<file path="src/pkg/psq_regs.svh">
// Offsets, field positions, reset values, vectors and timing counts for the program sequencer.
// Assumes inclusion by bare name from the sequencer design files.
`ifndef PSQ_REGS_SVH
`define PSQ_REGS_SVH

`define PSQ_PHASES 2'h3
`define PSQ_PC_W 12
`define PSQ_WORD_W 15
`define PSQ_STACK_DEPTH 3'h6
`define PSQ_STACK_LAST 3'h5
`define PSQ_ADDR_IND0 8'h00
`define PSQ_ADDR_MP0 8'h01
`define PSQ_ADDR_IND1 8'h02
`define PSQ_ADDR_MP1 8'h03
`define PSQ_ADDR_CNT_LOW 8'h06
`define PSQ_ADDR_TBL_PTR 8'h07
`define PSQ_ADDR_TBL_HIGH 8'h08
`define PSQ_RAM_BASE 8'h60
`define PSQ_RAM_WORDS 160
`define PSQ_VEC_RESET 12'h000
`define PSQ_VEC_EXT 12'h004
`define PSQ_VEC_TMR0 12'h008
`define PSQ_VEC_TMR1 12'h00c
`define PSQ_LAST_PAGE 4'hf
`define PSQ_TBL_HIGH_MSB 14
`define PSQ_TBL_HIGH_LSB 8
`define PSQ_BYTE_ZERO 8'h00
`define PSQ_TBL_PTR_RST 8'h00
`define PSQ_TBL_HIGH_RST 8'h00
`define PSQ_MP_RST 8'h00

`endif

</file>
<file path="src/pkg/psq_pkg.sv">
// Types shared by the program sequencer and its return stack.
// Assumes psq_regs.svh supplies the widths.
`include "psq_regs.svh"

package psq_pkg;

  typedef enum logic [2:0] {
    OP_NONE, OP_JUMP, OP_CALL, OP_RET, OP_RETURN_FROM_INTERRUPT, OP_SKIP, OP_TAB_CUR, OP_TAB_LAST
  } psq_op_e;

  typedef enum logic [1:0] {
    ST_EXEC, ST_DUMMY, ST_TABLE
  } psq_state_e;

  typedef struct packed {
    psq_op_e op;
    logic [`PSQ_PC_W-1:0] target;
    logic [7:0] tabDest;
  } psq_cmd_s;

  typedef struct packed {
    logic wr;
    logic [7:0] addr;
    logic [7:0] wdata;
  } psq_dacc_s;

  typedef logic [`PSQ_PC_W-1:0] psq_pc_t;

endpackage

</file>
<file path="src/rtl/psq_sequencer.sv">
// Program sequencer: instruction timing, program counter, table reads, return stack use
// and the data space that the sequencer owns.
// Assumes an outside decoder answers each executed word with a command in the same cycle,
// and interrupt request lines already combine flag, enable and master enable.
`timescale 1ns/1ps
`include "psq_regs.svh"

module psq_sequencer (
  input wire logic clk_sys,
  input wire logic rst,
  output logic [3:0] phase_q,
  output psq_pkg::psq_pc_t pmemAddr_q,
  input wire logic [`PSQ_WORD_W-1:0] pmemData,
  output logic [`PSQ_WORD_W-1:0] instrWord_q,
  output logic execValid_q,
  input wire psq_pkg::psq_cmd_s cmd,
  input wire psq_pkg::psq_dacc_s dacc,
  output logic [7:0] rdata_q,
  input wire logic [7:0] extRdata,
  output psq_pkg::psq_dacc_s extWr_q,
  input wire logic [2:0] intReq,
  output logic [2:0] intAck_q,
  output logic stackFull_q
);
  import psq_pkg::*;

  psq_state_e state_q;
  psq_state_e state_d;
  logic [1:0] phaseCnt_q;
  psq_pc_t pc_q;
  psq_pc_t pc_d;
  logic [7:0] tblPtr_q;
  logic [7:0] tblHigh_q;
  logic [7:0] mp0_q;
  logic [7:0] mp1_q;
  logic [7:0] tabDest_q;
  logic tabLast_q;
  logic [7:0] ram [0:`PSQ_RAM_WORDS-1];
  logic endCycle;
  psq_op_e op;
  logic [7:0] daccEff;
  logic pclWrite;
  logic push;
  logic pop;
  psq_pc_t stackTop;
  logic stackFull;
  logic intTake;
  logic [2:0] intSel;
  psq_pc_t intVec;
  psq_pc_t tabAddr;
  logic wrEn;
  logic [7:0] wrAddr;
  logic [7:0] wrData;

  // Indirect locations map through a pointer; a pointer naming one of them yields itself
  function automatic logic [7:0] resolveAddr(input logic [7:0] a, input logic [7:0] p0,
                                             input logic [7:0] p1);
    if (a == `PSQ_ADDR_IND0) begin
      resolveAddr = p0;
    end else if (a == `PSQ_ADDR_IND1) begin
      resolveAddr = p1;
    end else begin
      resolveAddr = a;
    end
  endfunction

  function automatic logic isIndirect(input logic [7:0] a);
    isIndirect = (a == `PSQ_ADDR_IND0) || (a == `PSQ_ADDR_IND1);
  endfunction

  // Special registers implemented elsewhere in the core
  function automatic logic isExtSfr(input logic [7:0] a);
    isExtSfr = (a == 8'h05) || (a >= 8'h09 && a <= 8'h0b) || (a >= 8'h0d && a <= 8'h19)
               || (a == 8'h1e) || (a == 8'h1f);
  endfunction

  function automatic logic isRam(input logic [7:0] a);
    isRam = (a >= `PSQ_RAM_BASE);
  endfunction

  assign endCycle = (phaseCnt_q == `PSQ_PHASES);
  // Dummy and table cycles never execute a command
  assign op = execValid_q ? cmd.op : OP_NONE;
  assign daccEff = resolveAddr(dacc.addr, mp0_q, mp1_q);
  assign pclWrite = execValid_q && dacc.wr && !isIndirect(daccEff)
                    && (daccEff == `PSQ_ADDR_CNT_LOW);

  always_ff @(posedge clk_sys) begin
    if (rst) begin
      phaseCnt_q <= 2'h0;
      phase_q <= 4'h1;
    end else begin
      phaseCnt_q <= phaseCnt_q + 2'h1;
      phase_q <= {phase_q[2:0], phase_q[3]};
    end
  end

  // Fixed priority: external, then timer zero, then timer one
  always_comb begin
    intSel = 3'h0;
    intVec = `PSQ_VEC_EXT;
    if (intReq[0]) begin
      intSel = 3'h1;
      intVec = `PSQ_VEC_EXT;
    end else if (intReq[1]) begin
      intSel = 3'h2;
      intVec = `PSQ_VEC_TMR0;
    end else if (intReq[2]) begin
      intSel = 3'h4;
      intVec = `PSQ_VEC_TMR1;
    end
  end

  // Requests stay pending outside; vector entry, push and acknowledge all wait while the stack is full
  assign intTake = endCycle && (state_q != ST_TABLE) && (intSel != 3'h0) && !stackFull
                   && !pclWrite && (op == OP_NONE);
  // A skip would otherwise leave the discarded word as the return point

  always_comb begin
    state_d = ST_EXEC;
    pc_d = pc_q + 12'h001;
    push = 1'b0;
    pop = 1'b0;
    if (state_q == ST_TABLE) begin
      // Table fetch borrowed the bus, so the counter holds
      pc_d = pc_q;
    end else if (pclWrite) begin
      pc_d = {pc_q[11:8], dacc.wdata};
      state_d = ST_DUMMY;
    end else begin
      case (op)
        OP_JUMP: begin
          pc_d = cmd.target;
          state_d = ST_DUMMY;
        end
        OP_CALL: begin
          push = endCycle;
          pc_d = cmd.target;
          state_d = ST_DUMMY;
        end
        OP_RET, OP_RETURN_FROM_INTERRUPT: begin
          pop = endCycle;
          pc_d = stackTop;
          state_d = ST_DUMMY;
        end
        OP_SKIP: begin
          // Word already fetched at plus one is thrown away
          state_d = ST_DUMMY;
        end
        OP_TAB_CUR, OP_TAB_LAST: begin
          state_d = ST_TABLE;
        end
        default: begin
          state_d = ST_EXEC;
        end
      endcase
      if (intTake) begin
        // Discarded fetch address is the return point
        push = 1'b1;
        pc_d = intVec;
        state_d = ST_DUMMY;
      end
    end
  end

  assign tabAddr = {tabLast_q ? `PSQ_LAST_PAGE : pc_q[11:8], tblPtr_q};

  always_ff @(posedge clk_sys) begin
    if (rst) begin
      pc_q <= `PSQ_VEC_RESET;
      pmemAddr_q <= `PSQ_VEC_RESET;
      state_q <= ST_DUMMY;
      execValid_q <= 1'b0;
      instrWord_q <= {`PSQ_WORD_W{1'b0}};
      intAck_q <= 3'h0;
    end else begin
      intAck_q <= intTake ? intSel : 3'h0;
      if (endCycle) begin
        pc_q <= pc_d;
        state_q <= state_d;
        // Table cycle addresses the table, all others the counter
        pmemAddr_q <= (state_d == ST_TABLE) ? tabAddr_next(pc_q) : pc_d;
        if (state_q != ST_TABLE) begin
          instrWord_q <= pmemData;
        end
        execValid_q <= (state_d == ST_EXEC);
      end
    end
  end

  // Table address for the cycle that starts now; pointer write in this cycle is seen
  function automatic psq_pc_t tabAddr_next(input psq_pc_t pc);
    logic [7:0] ptr;
    ptr = tblPtr_q;
    if (wrEn && wrAddr == `PSQ_ADDR_TBL_PTR) begin
      ptr = wrData;
    end
    tabAddr_next = {(op == OP_TAB_LAST) ? `PSQ_LAST_PAGE : pc[11:8], ptr};
  endfunction

  always_ff @(posedge clk_sys) begin
    if (rst) begin
      tabDest_q <= `PSQ_BYTE_ZERO;
      tabLast_q <= 1'b0;
    end else if (endCycle && (op == OP_TAB_CUR || op == OP_TAB_LAST)) begin
      tabDest_q <= resolveAddr(cmd.tabDest, mp0_q, mp1_q);
      tabLast_q <= (op == OP_TAB_LAST);
    end
  end

  // One write path: table result in the table cycle, otherwise the executing instruction
  always_comb begin
    wrEn = 1'b0;
    wrAddr = daccEff;
    wrData = dacc.wdata;
    if (endCycle && state_q == ST_TABLE) begin
      wrEn = !isIndirect(tabDest_q);
      wrAddr = tabDest_q;
      wrData = pmemData[7:0];
    end else if (endCycle && execValid_q && dacc.wr) begin
      wrEn = !isIndirect(daccEff);
    end
  end

  always_ff @(posedge clk_sys) begin
    if (rst) begin
      tblHigh_q <= `PSQ_TBL_HIGH_RST;
    end else if (endCycle && state_q == ST_TABLE) begin
      // Unused top bit reads as zero
      tblHigh_q <= {1'b0, pmemData[`PSQ_TBL_HIGH_MSB:`PSQ_TBL_HIGH_LSB]};
    end
  end

  always_ff @(posedge clk_sys) begin
    if (rst) begin
      tblPtr_q <= `PSQ_TBL_PTR_RST;
      mp0_q <= `PSQ_MP_RST;
      mp1_q <= `PSQ_MP_RST;
    end else if (wrEn) begin
      case (wrAddr)
        `PSQ_ADDR_TBL_PTR: tblPtr_q <= wrData;
        `PSQ_ADDR_MP0: mp0_q <= wrData;
        `PSQ_ADDR_MP1: mp1_q <= wrData;
        default: begin
        end
      endcase
    end
  end

  always_ff @(posedge clk_sys) begin
    if (wrEn && isRam(wrAddr)) begin
      ram[wrAddr - `PSQ_RAM_BASE] <= wrData;
    end
  end

  // Writes to the table high byte fall through and are dropped
  always_ff @(posedge clk_sys) begin
    if (rst) begin
      extWr_q <= '0;
    end else begin
      extWr_q.wr <= wrEn && isExtSfr(wrAddr);
      extWr_q.addr <= wrAddr;
      extWr_q.wdata <= wrData;
    end
  end

  // Read data follows the address one clock later
  always_ff @(posedge clk_sys) begin
    if (rst) begin
      rdata_q <= `PSQ_BYTE_ZERO;
    end else if (isIndirect(daccEff)) begin
      rdata_q <= `PSQ_BYTE_ZERO;
    end else if (isRam(daccEff)) begin
      rdata_q <= ram[daccEff - `PSQ_RAM_BASE];
    end else if (isExtSfr(daccEff)) begin
      rdata_q <= extRdata;
    end else begin
      case (daccEff)
        `PSQ_ADDR_MP0: rdata_q <= mp0_q;
        `PSQ_ADDR_MP1: rdata_q <= mp1_q;
        `PSQ_ADDR_CNT_LOW: rdata_q <= pc_q[7:0];
        `PSQ_ADDR_TBL_PTR: rdata_q <= tblPtr_q;
        `PSQ_ADDR_TBL_HIGH: rdata_q <= tblHigh_q;
        default: rdata_q <= `PSQ_BYTE_ZERO;
      endcase
    end
  end

  always_ff @(posedge clk_sys) begin
    if (rst) begin
      stackFull_q <= 1'b0;
    end else begin
      stackFull_q <= stackFull;
    end
  end

  psq_return_stack u_stack (
    .clk_sys(clk_sys),
    .rst(rst),
    .push(push && endCycle),
    .pop(pop && !push),
    .pushData(pc_q),
    .top(stackTop),
    .full(stackFull)
  );

endmodule

</file>
<file path="src/rtl/psq_return_stack.sv">
// Six-entry circular return stack; a push when full drops the oldest entry.
// Assumes push and pop are one-clock strobes and never both high.
`timescale 1ns/1ps
`include "psq_regs.svh"

module psq_return_stack (
  input wire logic clk_sys,
  input wire logic rst,
  input wire logic push,
  input wire logic pop,
  input wire psq_pkg::psq_pc_t pushData,
  output psq_pkg::psq_pc_t top,
  output logic full
);
  import psq_pkg::*;

  psq_pc_t entry [0:5];
  logic [2:0] idx_q;
  logic [2:0] count_q;

  function automatic logic [2:0] stepIdx(input logic [2:0] i, input logic up);
    if (up) begin
      stepIdx = (i == `PSQ_STACK_LAST) ? 3'h0 : i + 3'h1;
    end else begin
      stepIdx = (i == 3'h0) ? `PSQ_STACK_LAST : i - 3'h1;
    end
  endfunction

  assign top = entry[stepIdx(idx_q, 1'b0)];
  assign full = (count_q == `PSQ_STACK_DEPTH);

  always_ff @(posedge clk_sys) begin
    if (push) begin
      entry[idx_q] <= pushData;
    end
  end

  always_ff @(posedge clk_sys) begin
    if (rst) begin
      idx_q <= 3'h0;
      count_q <= 3'h0;
    end else if (push) begin
      idx_q <= stepIdx(idx_q, 1'b1);
      // Oldest slot is reused once all six hold addresses
      count_q <= full ? count_q : count_q + 3'h1;
    end else if (pop) begin
      idx_q <= stepIdx(idx_q, 1'b0);
      count_q <= (count_q == 3'h0) ? count_q : count_q - 3'h1;
    end
  end

endmodule

</file>
<file path="config.mk">
export PLATFORM = sky130hd
export DESIGN_NAME = psq_sequencer
export DESIGN_NICKNAME = d
export VERILOG_FILES = /design/src/pkg/psq_pkg.sv /design/src/rtl/psq_sequencer.sv /design/src/rtl/psq_return_stack.sv
export VERILOG_INCLUDE_DIRS = /design/src /design/src/pkg
export SDC_FILE = /design/constraint.sdc
export NUM_CORES = 2
export LEC_CHECK = 0
export BUFFER_PORTS_ARGS = -buffer_cell sky130_fd_sc_hd__buf_4
export CORE_ASPECT_RATIO = 0.8
export CORE_MARGIN = 2
export CORE_UTILIZATION = 55
export CTS_CLUSTER_SIZE = 20
export DETAILED_ROUTE_END_ITERATION = 7
export PLACE_DENSITY_LB_ADDON = 0.1
export SYNTH_ARGS = -nofsm -noshare
export SYNTH_HDL_FRONTEND = slang
export SYNTH_SLANG_ARGS = --single-unit
</file>
<file path="constraint.sdc">
create_clock -name clk_sys -period 8 [get_ports clk_sys]
set_input_delay 0.8 -clock clk_sys [delete_from_list [all_inputs] [get_ports clk_sys]]
set_output_delay 0.8 -clock clk_sys [all_outputs]
set_load 0.005 [all_outputs]
</file>
=== Word-level counts from Yosys, hierarchy flattened ===
Memory sizes are Yosys's and may differ from the RTL's.
Index checks and enable logic that the tools add are counted.

* Add/sub/neg operators: 8
* Magnitude comparators: 10
* Equality and inequality tests: 33
* Multiplexer cells: 48
* Bitwise gates (word level): 1
* Reductions and logical operators: 58

{| class="wikitable"
|+ Operators with widths
! kind !! count
|-
| $mux W8 || 9
|-
| $eq A8 B2 Y1 const B || 6
|-
| $mux W12 || 4
|-
| $eq A8 B3 Y1 const B || 5
|-
| $pmux W8 S5 || 1
|-
| $mux W3 || 12
|-
| $eq A8 B5 Y1 const B || 4
|-
| $ge A8 B4 Y1 const B || 4
|-
| $logic_not A8 Y1 || 4
|-
| $pmux W12 S2 || 1
|-
| $logic_and A1 B1 Y1 || 21
|-
| $eq A3 B3 Y1 const B || 6
|-
| $eq A8 B1 Y1 const B || 2
|-
| $ge A8 B7 Y1 const B || 2
|-
| $le A8 B4 Y1 const B || 2
|-
| $le A8 B5 Y1 const B || 2
|-
| $mux W4 || 4
|-
| $sub A8 B7 Y8 const B || 2
|-
| $mux W1 || 13
|-
| $add A12 B1 Y12 const B || 1
|-
| $logic_or A1 B1 Y1 || 11
|-
| $reduce_or A2 Y1 || 5
|-
| $logic_not A3 Y1 || 3
|-
| $eq A8 B4 Y1 const B || 1
|-
| other kinds (18) || 33
|}

* Flip-flop bits (word level): 122
* Bits in writable memories: 1352
* Output and inout port bits: 61
* Word-level logic and storage cells: 180
* Memories kept: 2

{| class="wikitable"
|+ Memory list
! name !! depth !! bits a word !! read ports !! clocked after Yosys merged registers in !! write ports !! line !! RTL
|-
| ram || 160 || 8 || 1 || 0 || 1 || psq_sequencer.sv:38 || <nowiki>logic [7:0] ram [0:`PSQ_RAM_WORDS-1];</nowiki>
|-
| u_stack.entry || 6 || 12 || 1 || 0 || 1 || psq_return_stack.sv:17 || <nowiki>psq_pc_t entry [0:5];</nowiki>
|}

=== Logic depth before layout (Yosys ltp) ===
* Word-level depth: 18
* Gate-level depth with buffers: 16
* Mapped depth without buffers: 11

=== By module ===
A second synthesis with hierarchy kept.

* Cells, all modules: 4432
* Area total of the unflattened synthesis: 60240.3 um2

{| class="wikitable"
|+ By module, submodules not included
! module !! times used !! cells each !! area each (um2)
|-
| psq_sequencer || 1 || 4212 || 56719.4
|-
| psq_return_stack || 1 || 220 || 3520.9
|}

=== Worst setup path after synthesis ===
Ideal clock, no wire load.

* Kind: input-to-reg
* Start: in dacc[8] (netlist name)
* End: mem ram[11][0], enable pin
* Arrival: 4042 ps
* Required time: 7630 ps
* Path slack: 3588 ps
* Cell stages on the path: 14
* Path buffers: 4
* Cells stage by stage: buf_2 > or3_1 > clkbuf_1 > o41ai_1 > and2_1 > clkbuf_1 > nand2_1 > nand2_1 > ha_1 > xor2_1 > nor4b_2 > nand3_1 > clkbuf_1 > nor2_1

* Elaborated cells on any way between the ends: 16
* Those cells by class: 1 x add/sub; 1 x order compare; 2 x eq/ne; 7 x mux; 5 x reduce/logical

{| class="wikitable"
|+ RTL lines
! item !! line !! RTL
|-
| start: declaration || psq_sequencer.sv:17 || <nowiki>input wire psq_pkg::psq_dacc_s dacc,</nowiki>
|-
| $eq A8 B2 Y1 (no line) || - ||
|-
| $mux W8 || psq_sequencer.sv:60 || <nowiki>end else if (a == `PSQ_ADDR_IND1) begin</nowiki>
|-
| $mux W8 * || psq_sequencer.sv:58 || <nowiki>if (a == `PSQ_ADDR_IND0) begin</nowiki>
|-
| $mux W8 * || psq_sequencer.sv:216 || <nowiki>if (endCycle && state_q == ST_TABLE) begin</nowiki>
|-
| via wrAddr[6] || psq_sequencer.sv:52 || <nowiki>logic [7:0] wrAddr;</nowiki>
|-
| $ge A8 B7 Y1 (no line) || - ||
|-
| $logic_and A1 B1 Y1 || psq_sequencer.sv:251 || <nowiki>if (wrEn && isRam(wrAddr)) begin</nowiki>
|-
| $mux W1 || psq_sequencer.sv:251 ||
|-
| $mux W1 || psq_sequencer.sv:252 || <nowiki>ram[wrAddr - `PSQ_RAM_BASE] <= wrData;</nowiki>
|-
| end: declaration || psq_sequencer.sv:38 ||
|}

Mark *: on every way through the listed nets, which the timed path passes. The rest lies on a longest branch.

=== Final worst setup path ===
* Start: in dacc[12] (netlist name)
* End: reg rdata_q[6]

* Longest elaborated chain between the ends: 11
* Elaborated cells on any way between the ends: 32
* Those cells by class: 1 x add/sub; 5 x order compare; 10 x eq/ne; 5 x mux; 10 x reduce/logical; 1 x memory

{| class="wikitable"
|+ RTL lines
! item !! line !! RTL
|-
| $eq A8 B2 Y1 (no line) || - ||
|-
| $mux W8 || psq_sequencer.sv:60 ||
|-
| $mux W8 * || psq_sequencer.sv:58 ||
|-
| parallel branches: the longest is 8 deep, another holds $sub A8 B7 Y8 || - ||
|-
| end signal: assignment || psq_sequencer.sv:272 || <nowiki>rdata_q <= `PSQ_BYTE_ZERO;</nowiki>
|-
| end signal: assignment || psq_sequencer.sv:274 || <nowiki>rdata_q <= ram[daccEff - `PSQ_RAM_BASE];</nowiki>
|-
| end signal: assignment || psq_sequencer.sv:276 || <nowiki>rdata_q <= extRdata;</nowiki>
|-
| end: declaration || psq_sequencer.sv:18 || <nowiki>output logic [7:0] rdata_q,</nowiki>
|}

Mark *: on every way between the ends.
A chain may end at the register's enable or synchronous reset.

==> flow_summary.json <==
{
  "ys_warn_count": 0,
  "finalMaxSlewViolations": 0,
  "drtAntennaViolNets": 0,
  "p_comb_frac": 0.062,
  "pwr_density_cell_nw_per_um2": 242,
  "power_mw": 16.3,
  "rsz0062_at_grt": "no",
  "wl_per_cell_microns": 30.2,
  "drt_iter0_markers": 6584,
  "arrival_ns": 5.87,
  "met2_length_microns": 80800,
  "antenna_found_initial": 3,
  "clock_power_share": 0.420,
  "synthCells": 4601,
  "drv_cap": 0,
  "vias": 40300,
  "wl_met3_microns": 25200,
  "critPathSlowestCell": "o311ai_0",
  "final_util": 0.621,
  "grt_usage": 0.336,
  "setup_tns_ns": 0,
  "synth_cell_types": 91,
  "multi_input_area_sq_um": 15600,
  "outcome": "completed",
  "seq_power_share": 0.518,
  "finalHoldViolations": 0,
  "peakVddDrop_uv": 230,
  "fmaxAchievable_ghz": 0.192,
  "first_pass_iters": 8,
  "synthesis.nets": 4675,
  "via_per_inst": 6.44,
  "seq_area_sq_um": 43000,
  "end_kind": "flop",
  "grt_start_max_net_pins": 161,
  "yosysSeqAreaShare": 0.718,
  "cpPeakStageDelay_ns": 1.02,
  "start_util": 0.554,
  "cts_tree": "yes",
  "critical_path_class": "primary input to flop",
  "p_leak_nw": 23.1,
  "tightest_slew_ns": 1.21,
  "routed.top_layer": "met4",
  "cts_hold_buf": 0,
  "synth-async-reset-ratio": 0,
  "clock_latency_ns": 0.79,
  "cts-buffers-inserted": 143,
  "drive_above_1_share": 0.112,
  "dieArea_sq_um": 112000,
  "hp-class": "primary input to flop",
  "wl_met1_microns": 76300,
  "fin_crit_sh": 0.651,
  "core_area_sq_um": 108000,
  "grt_first_pass_wirelength_microns": 269000,
  "clock_path_buffers": 3,
  "drc": 0,
  "syn_to_final_growth_pct": 12.2,
  "pin_count": 129,
  "slew-limit-headroom": 0.184,
  "fin_nets": 4786,
  "synth_edf_count": 1352,
  "synth-seq-cells": 1474,
  "swShare": 0.227,
  "row_count": 108,
  "routed_wl_microns": 189000,
  "dp_hpwl_microns": 117000,
  "fin_worst_skew_ns": 0.0252,
  "ctsRootBufferMaster": "clkbuf_16",
  "crit_top_cell": "buf_4",
  "fp.dieW_microns": 373,
  "die_h_microns": 299,
  "gp_congestion": 0.995,
  "cts-resized-gates": 0,
  "fillers": 8259,
  "internal-power_mw": 12.6,
  "grt_pass1_vias": 37400,
  "crit_chain": "buf_4 -> or4_1 -> o41ai_4 -> nor2_2 -> buf_4 -> nand2_1 -> buf_4 -> o22ai_1 -> o311ai_0 -> a32oi_1 -> o31a_1",
  "synthFlopType": "edfxtp_1",
  "period_needed_ns": 5.21,
  "overflow": 0,
  "cts_sinks": 1474,
  "syn_area_sq_um": 60000,
  "htreeDepth": 4,
  "required_ns": 8.67,
  "cts_setup_buffers": 0,
  "startpoint_type": "primary input",
  "worstPathMaxFanout": 12,
  "setup_viol": 0,
  "clkTransAtPathRegs_ns": 0.06,
  "synth_area_per_cell_sq_um": 13.0,
  "io_buffers": 128,
  "switching_power_mw": 3.70
}
-- power by group through the flow --
stage               sequential, mW  clock, mW  combinational, mW
floorplan                     8.60          0              0.514
global placement              8.60          0              0.969
detailed placement            8.60          0              0.971
CTS                           8.43       6.88              0.974
global route                  8.43       7.19               1.04
finish                        8.43       6.85               1.00
-- worst max-delay path: cells and delay by family --
family	cells	cell delay (ns)
compound gates	5	2.73
buf+inv	3	0.80
simple gates	3	1.51
-- per-layer routing --
layer	vias up	global-route usage
met2	2637	0.478
li1	17300	-
met1	20000	0.497
met3	337	0.0933
met5	-	0
met4	0	0.122
-- per-stage QoR --
stage          setup WS (ns)  instances  hold slack, ns  cell area [sq um]
3_3_place_gp            2.30       5995           0.409              62600
3_5_place_dp            2.19       5995           0.421              62600
5_1_grt                 2.66       6254           0.224              67300
2_1_floorplan           3.59       4601           0.399              60000
6_report                2.79       6255           0.222              67300
4_1_cts                 2.99       6251           0.183              67200
-- state kept, by name (all words and copies together), names as in the netlist, 2 cells and up --
| register | flops |
|---|---|
| extWr_q | 17 |
| instrWord_q | 15 |
| intAck_q | 3 |
| mp0_q | 8 |
| mp1_q | 8 |
| pc_q | 12 |
| phaseCnt_q | 2 |
| phase_q | 4 |
| pmemAddr_q | 12 |
| ram | 1280 |
| rdata_q | 8 |
| state_q | 2 |
| tabDest_q | 8 |
| tblHigh_q | 7 |
| tblPtr_q | 8 |
| u_stack.count_q | 3 |
| u_stack.entry | 72 |
| u_stack.idx_q | 3 |
-- cell usage after synthesis, drive strengths merged (10+ instances only) --
cell type | n | area, sq um
a22oi | 20 | 150
clkbuf | 133 | 499
a211oi | 53 | 398
dfxtp | 122 | 2440
a2111oi | 10 | 106
inv | 27 | 101
nand3 | 330 | 1660
o21ai | 51 | 259
o221ai | 33 | 289
mux2i | 244 | 2440
buf | 150 | 825
a31oi | 89 | 557
o211ai | 13 | 116
o22ai | 61 | 382
nor2 | 292 | 1100
and3 | 79 | 494
o31ai | 10 | 75.1
nor4 | 24 | 186
mux4 | 12 | 270
nand4 | 16 | 100
edfxtp | 1352 | 40600
or2 | 12 | 75.1
o22a | 10 | 87.6
a221oi | 17 | 149
nor3 | 38 | 205
a311oi | 16 | 140
nand2 | 1043 | 3920
a21oi | 178 | 891
-- cell usage in the layout (no fill, tap or decap), types with 11 or more instances in the layout --
cell type / n
a211oi_1: 53
a21oi_1: 178
a221oi_1: 17
a22oi_1: 20
a311oi_1: 16
a31oi_1: 89
and3_1: 79
buf_4: 239
bufinv_16: 15
clkbuf_1: 24
clkbuf_16: 148
clkinv_1: 30
clkinv_2: 19
dfxtp_1: 122
edfxtp_1: 1352
inv_1: 19
mux2i_1: 244
mux4_2: 12
nand2_1: 1035
nand3_1: 329
nand4_1: 16
nor2_1: 286
nor3_1: 35
nor4_1: 20
o211ai_1: 11
o21ai_0: 48
o221ai_1: 33
o22ai_1: 61
or2_2: 12
-- path summary, 6_finish.rpt --
path,startpoint,to,slack (ns),cells after the start
setup reg to reg,phaseCnt_q[0],ram[12][4],2.90,13
hold reg to reg,phaseCnt_q[0],phaseCnt_q[0],0.42,1
setup / recovery,dacc[12],rdata_q[6],2.79,11
hold / removal,intReq[1],intAck_q[2],0.22,2
-- layout make-up --
type / count / area share
clock buffer: 175 / 0.0570
multi-input combinational: 2815 / 0.232
inverter: 29 / 0.00203
clock inverter: 81 / 0.0128
tap: 1430 / 0.0266
antenna: 2 / 0.0000744
sequential: 1474 / 0.640
timing repair buffer: 249 / 0.0292
-- logic make-up after synthesis --
| logic type | synth area share |
|---|---|
| AO/OA/AOI/OAI | 0.0730 |
| XOR/XNOR | 0.00204 |
| adder cells (fa/ha/maj) | 0.00125 |
| buffers and inverters | 0.0239 |
| flip-flops | 0.718 |
| multiplexers | 0.0462 |
| AND/OR/NAND/NOR | 0.136 |
Power figures use the tool's default switching activity.
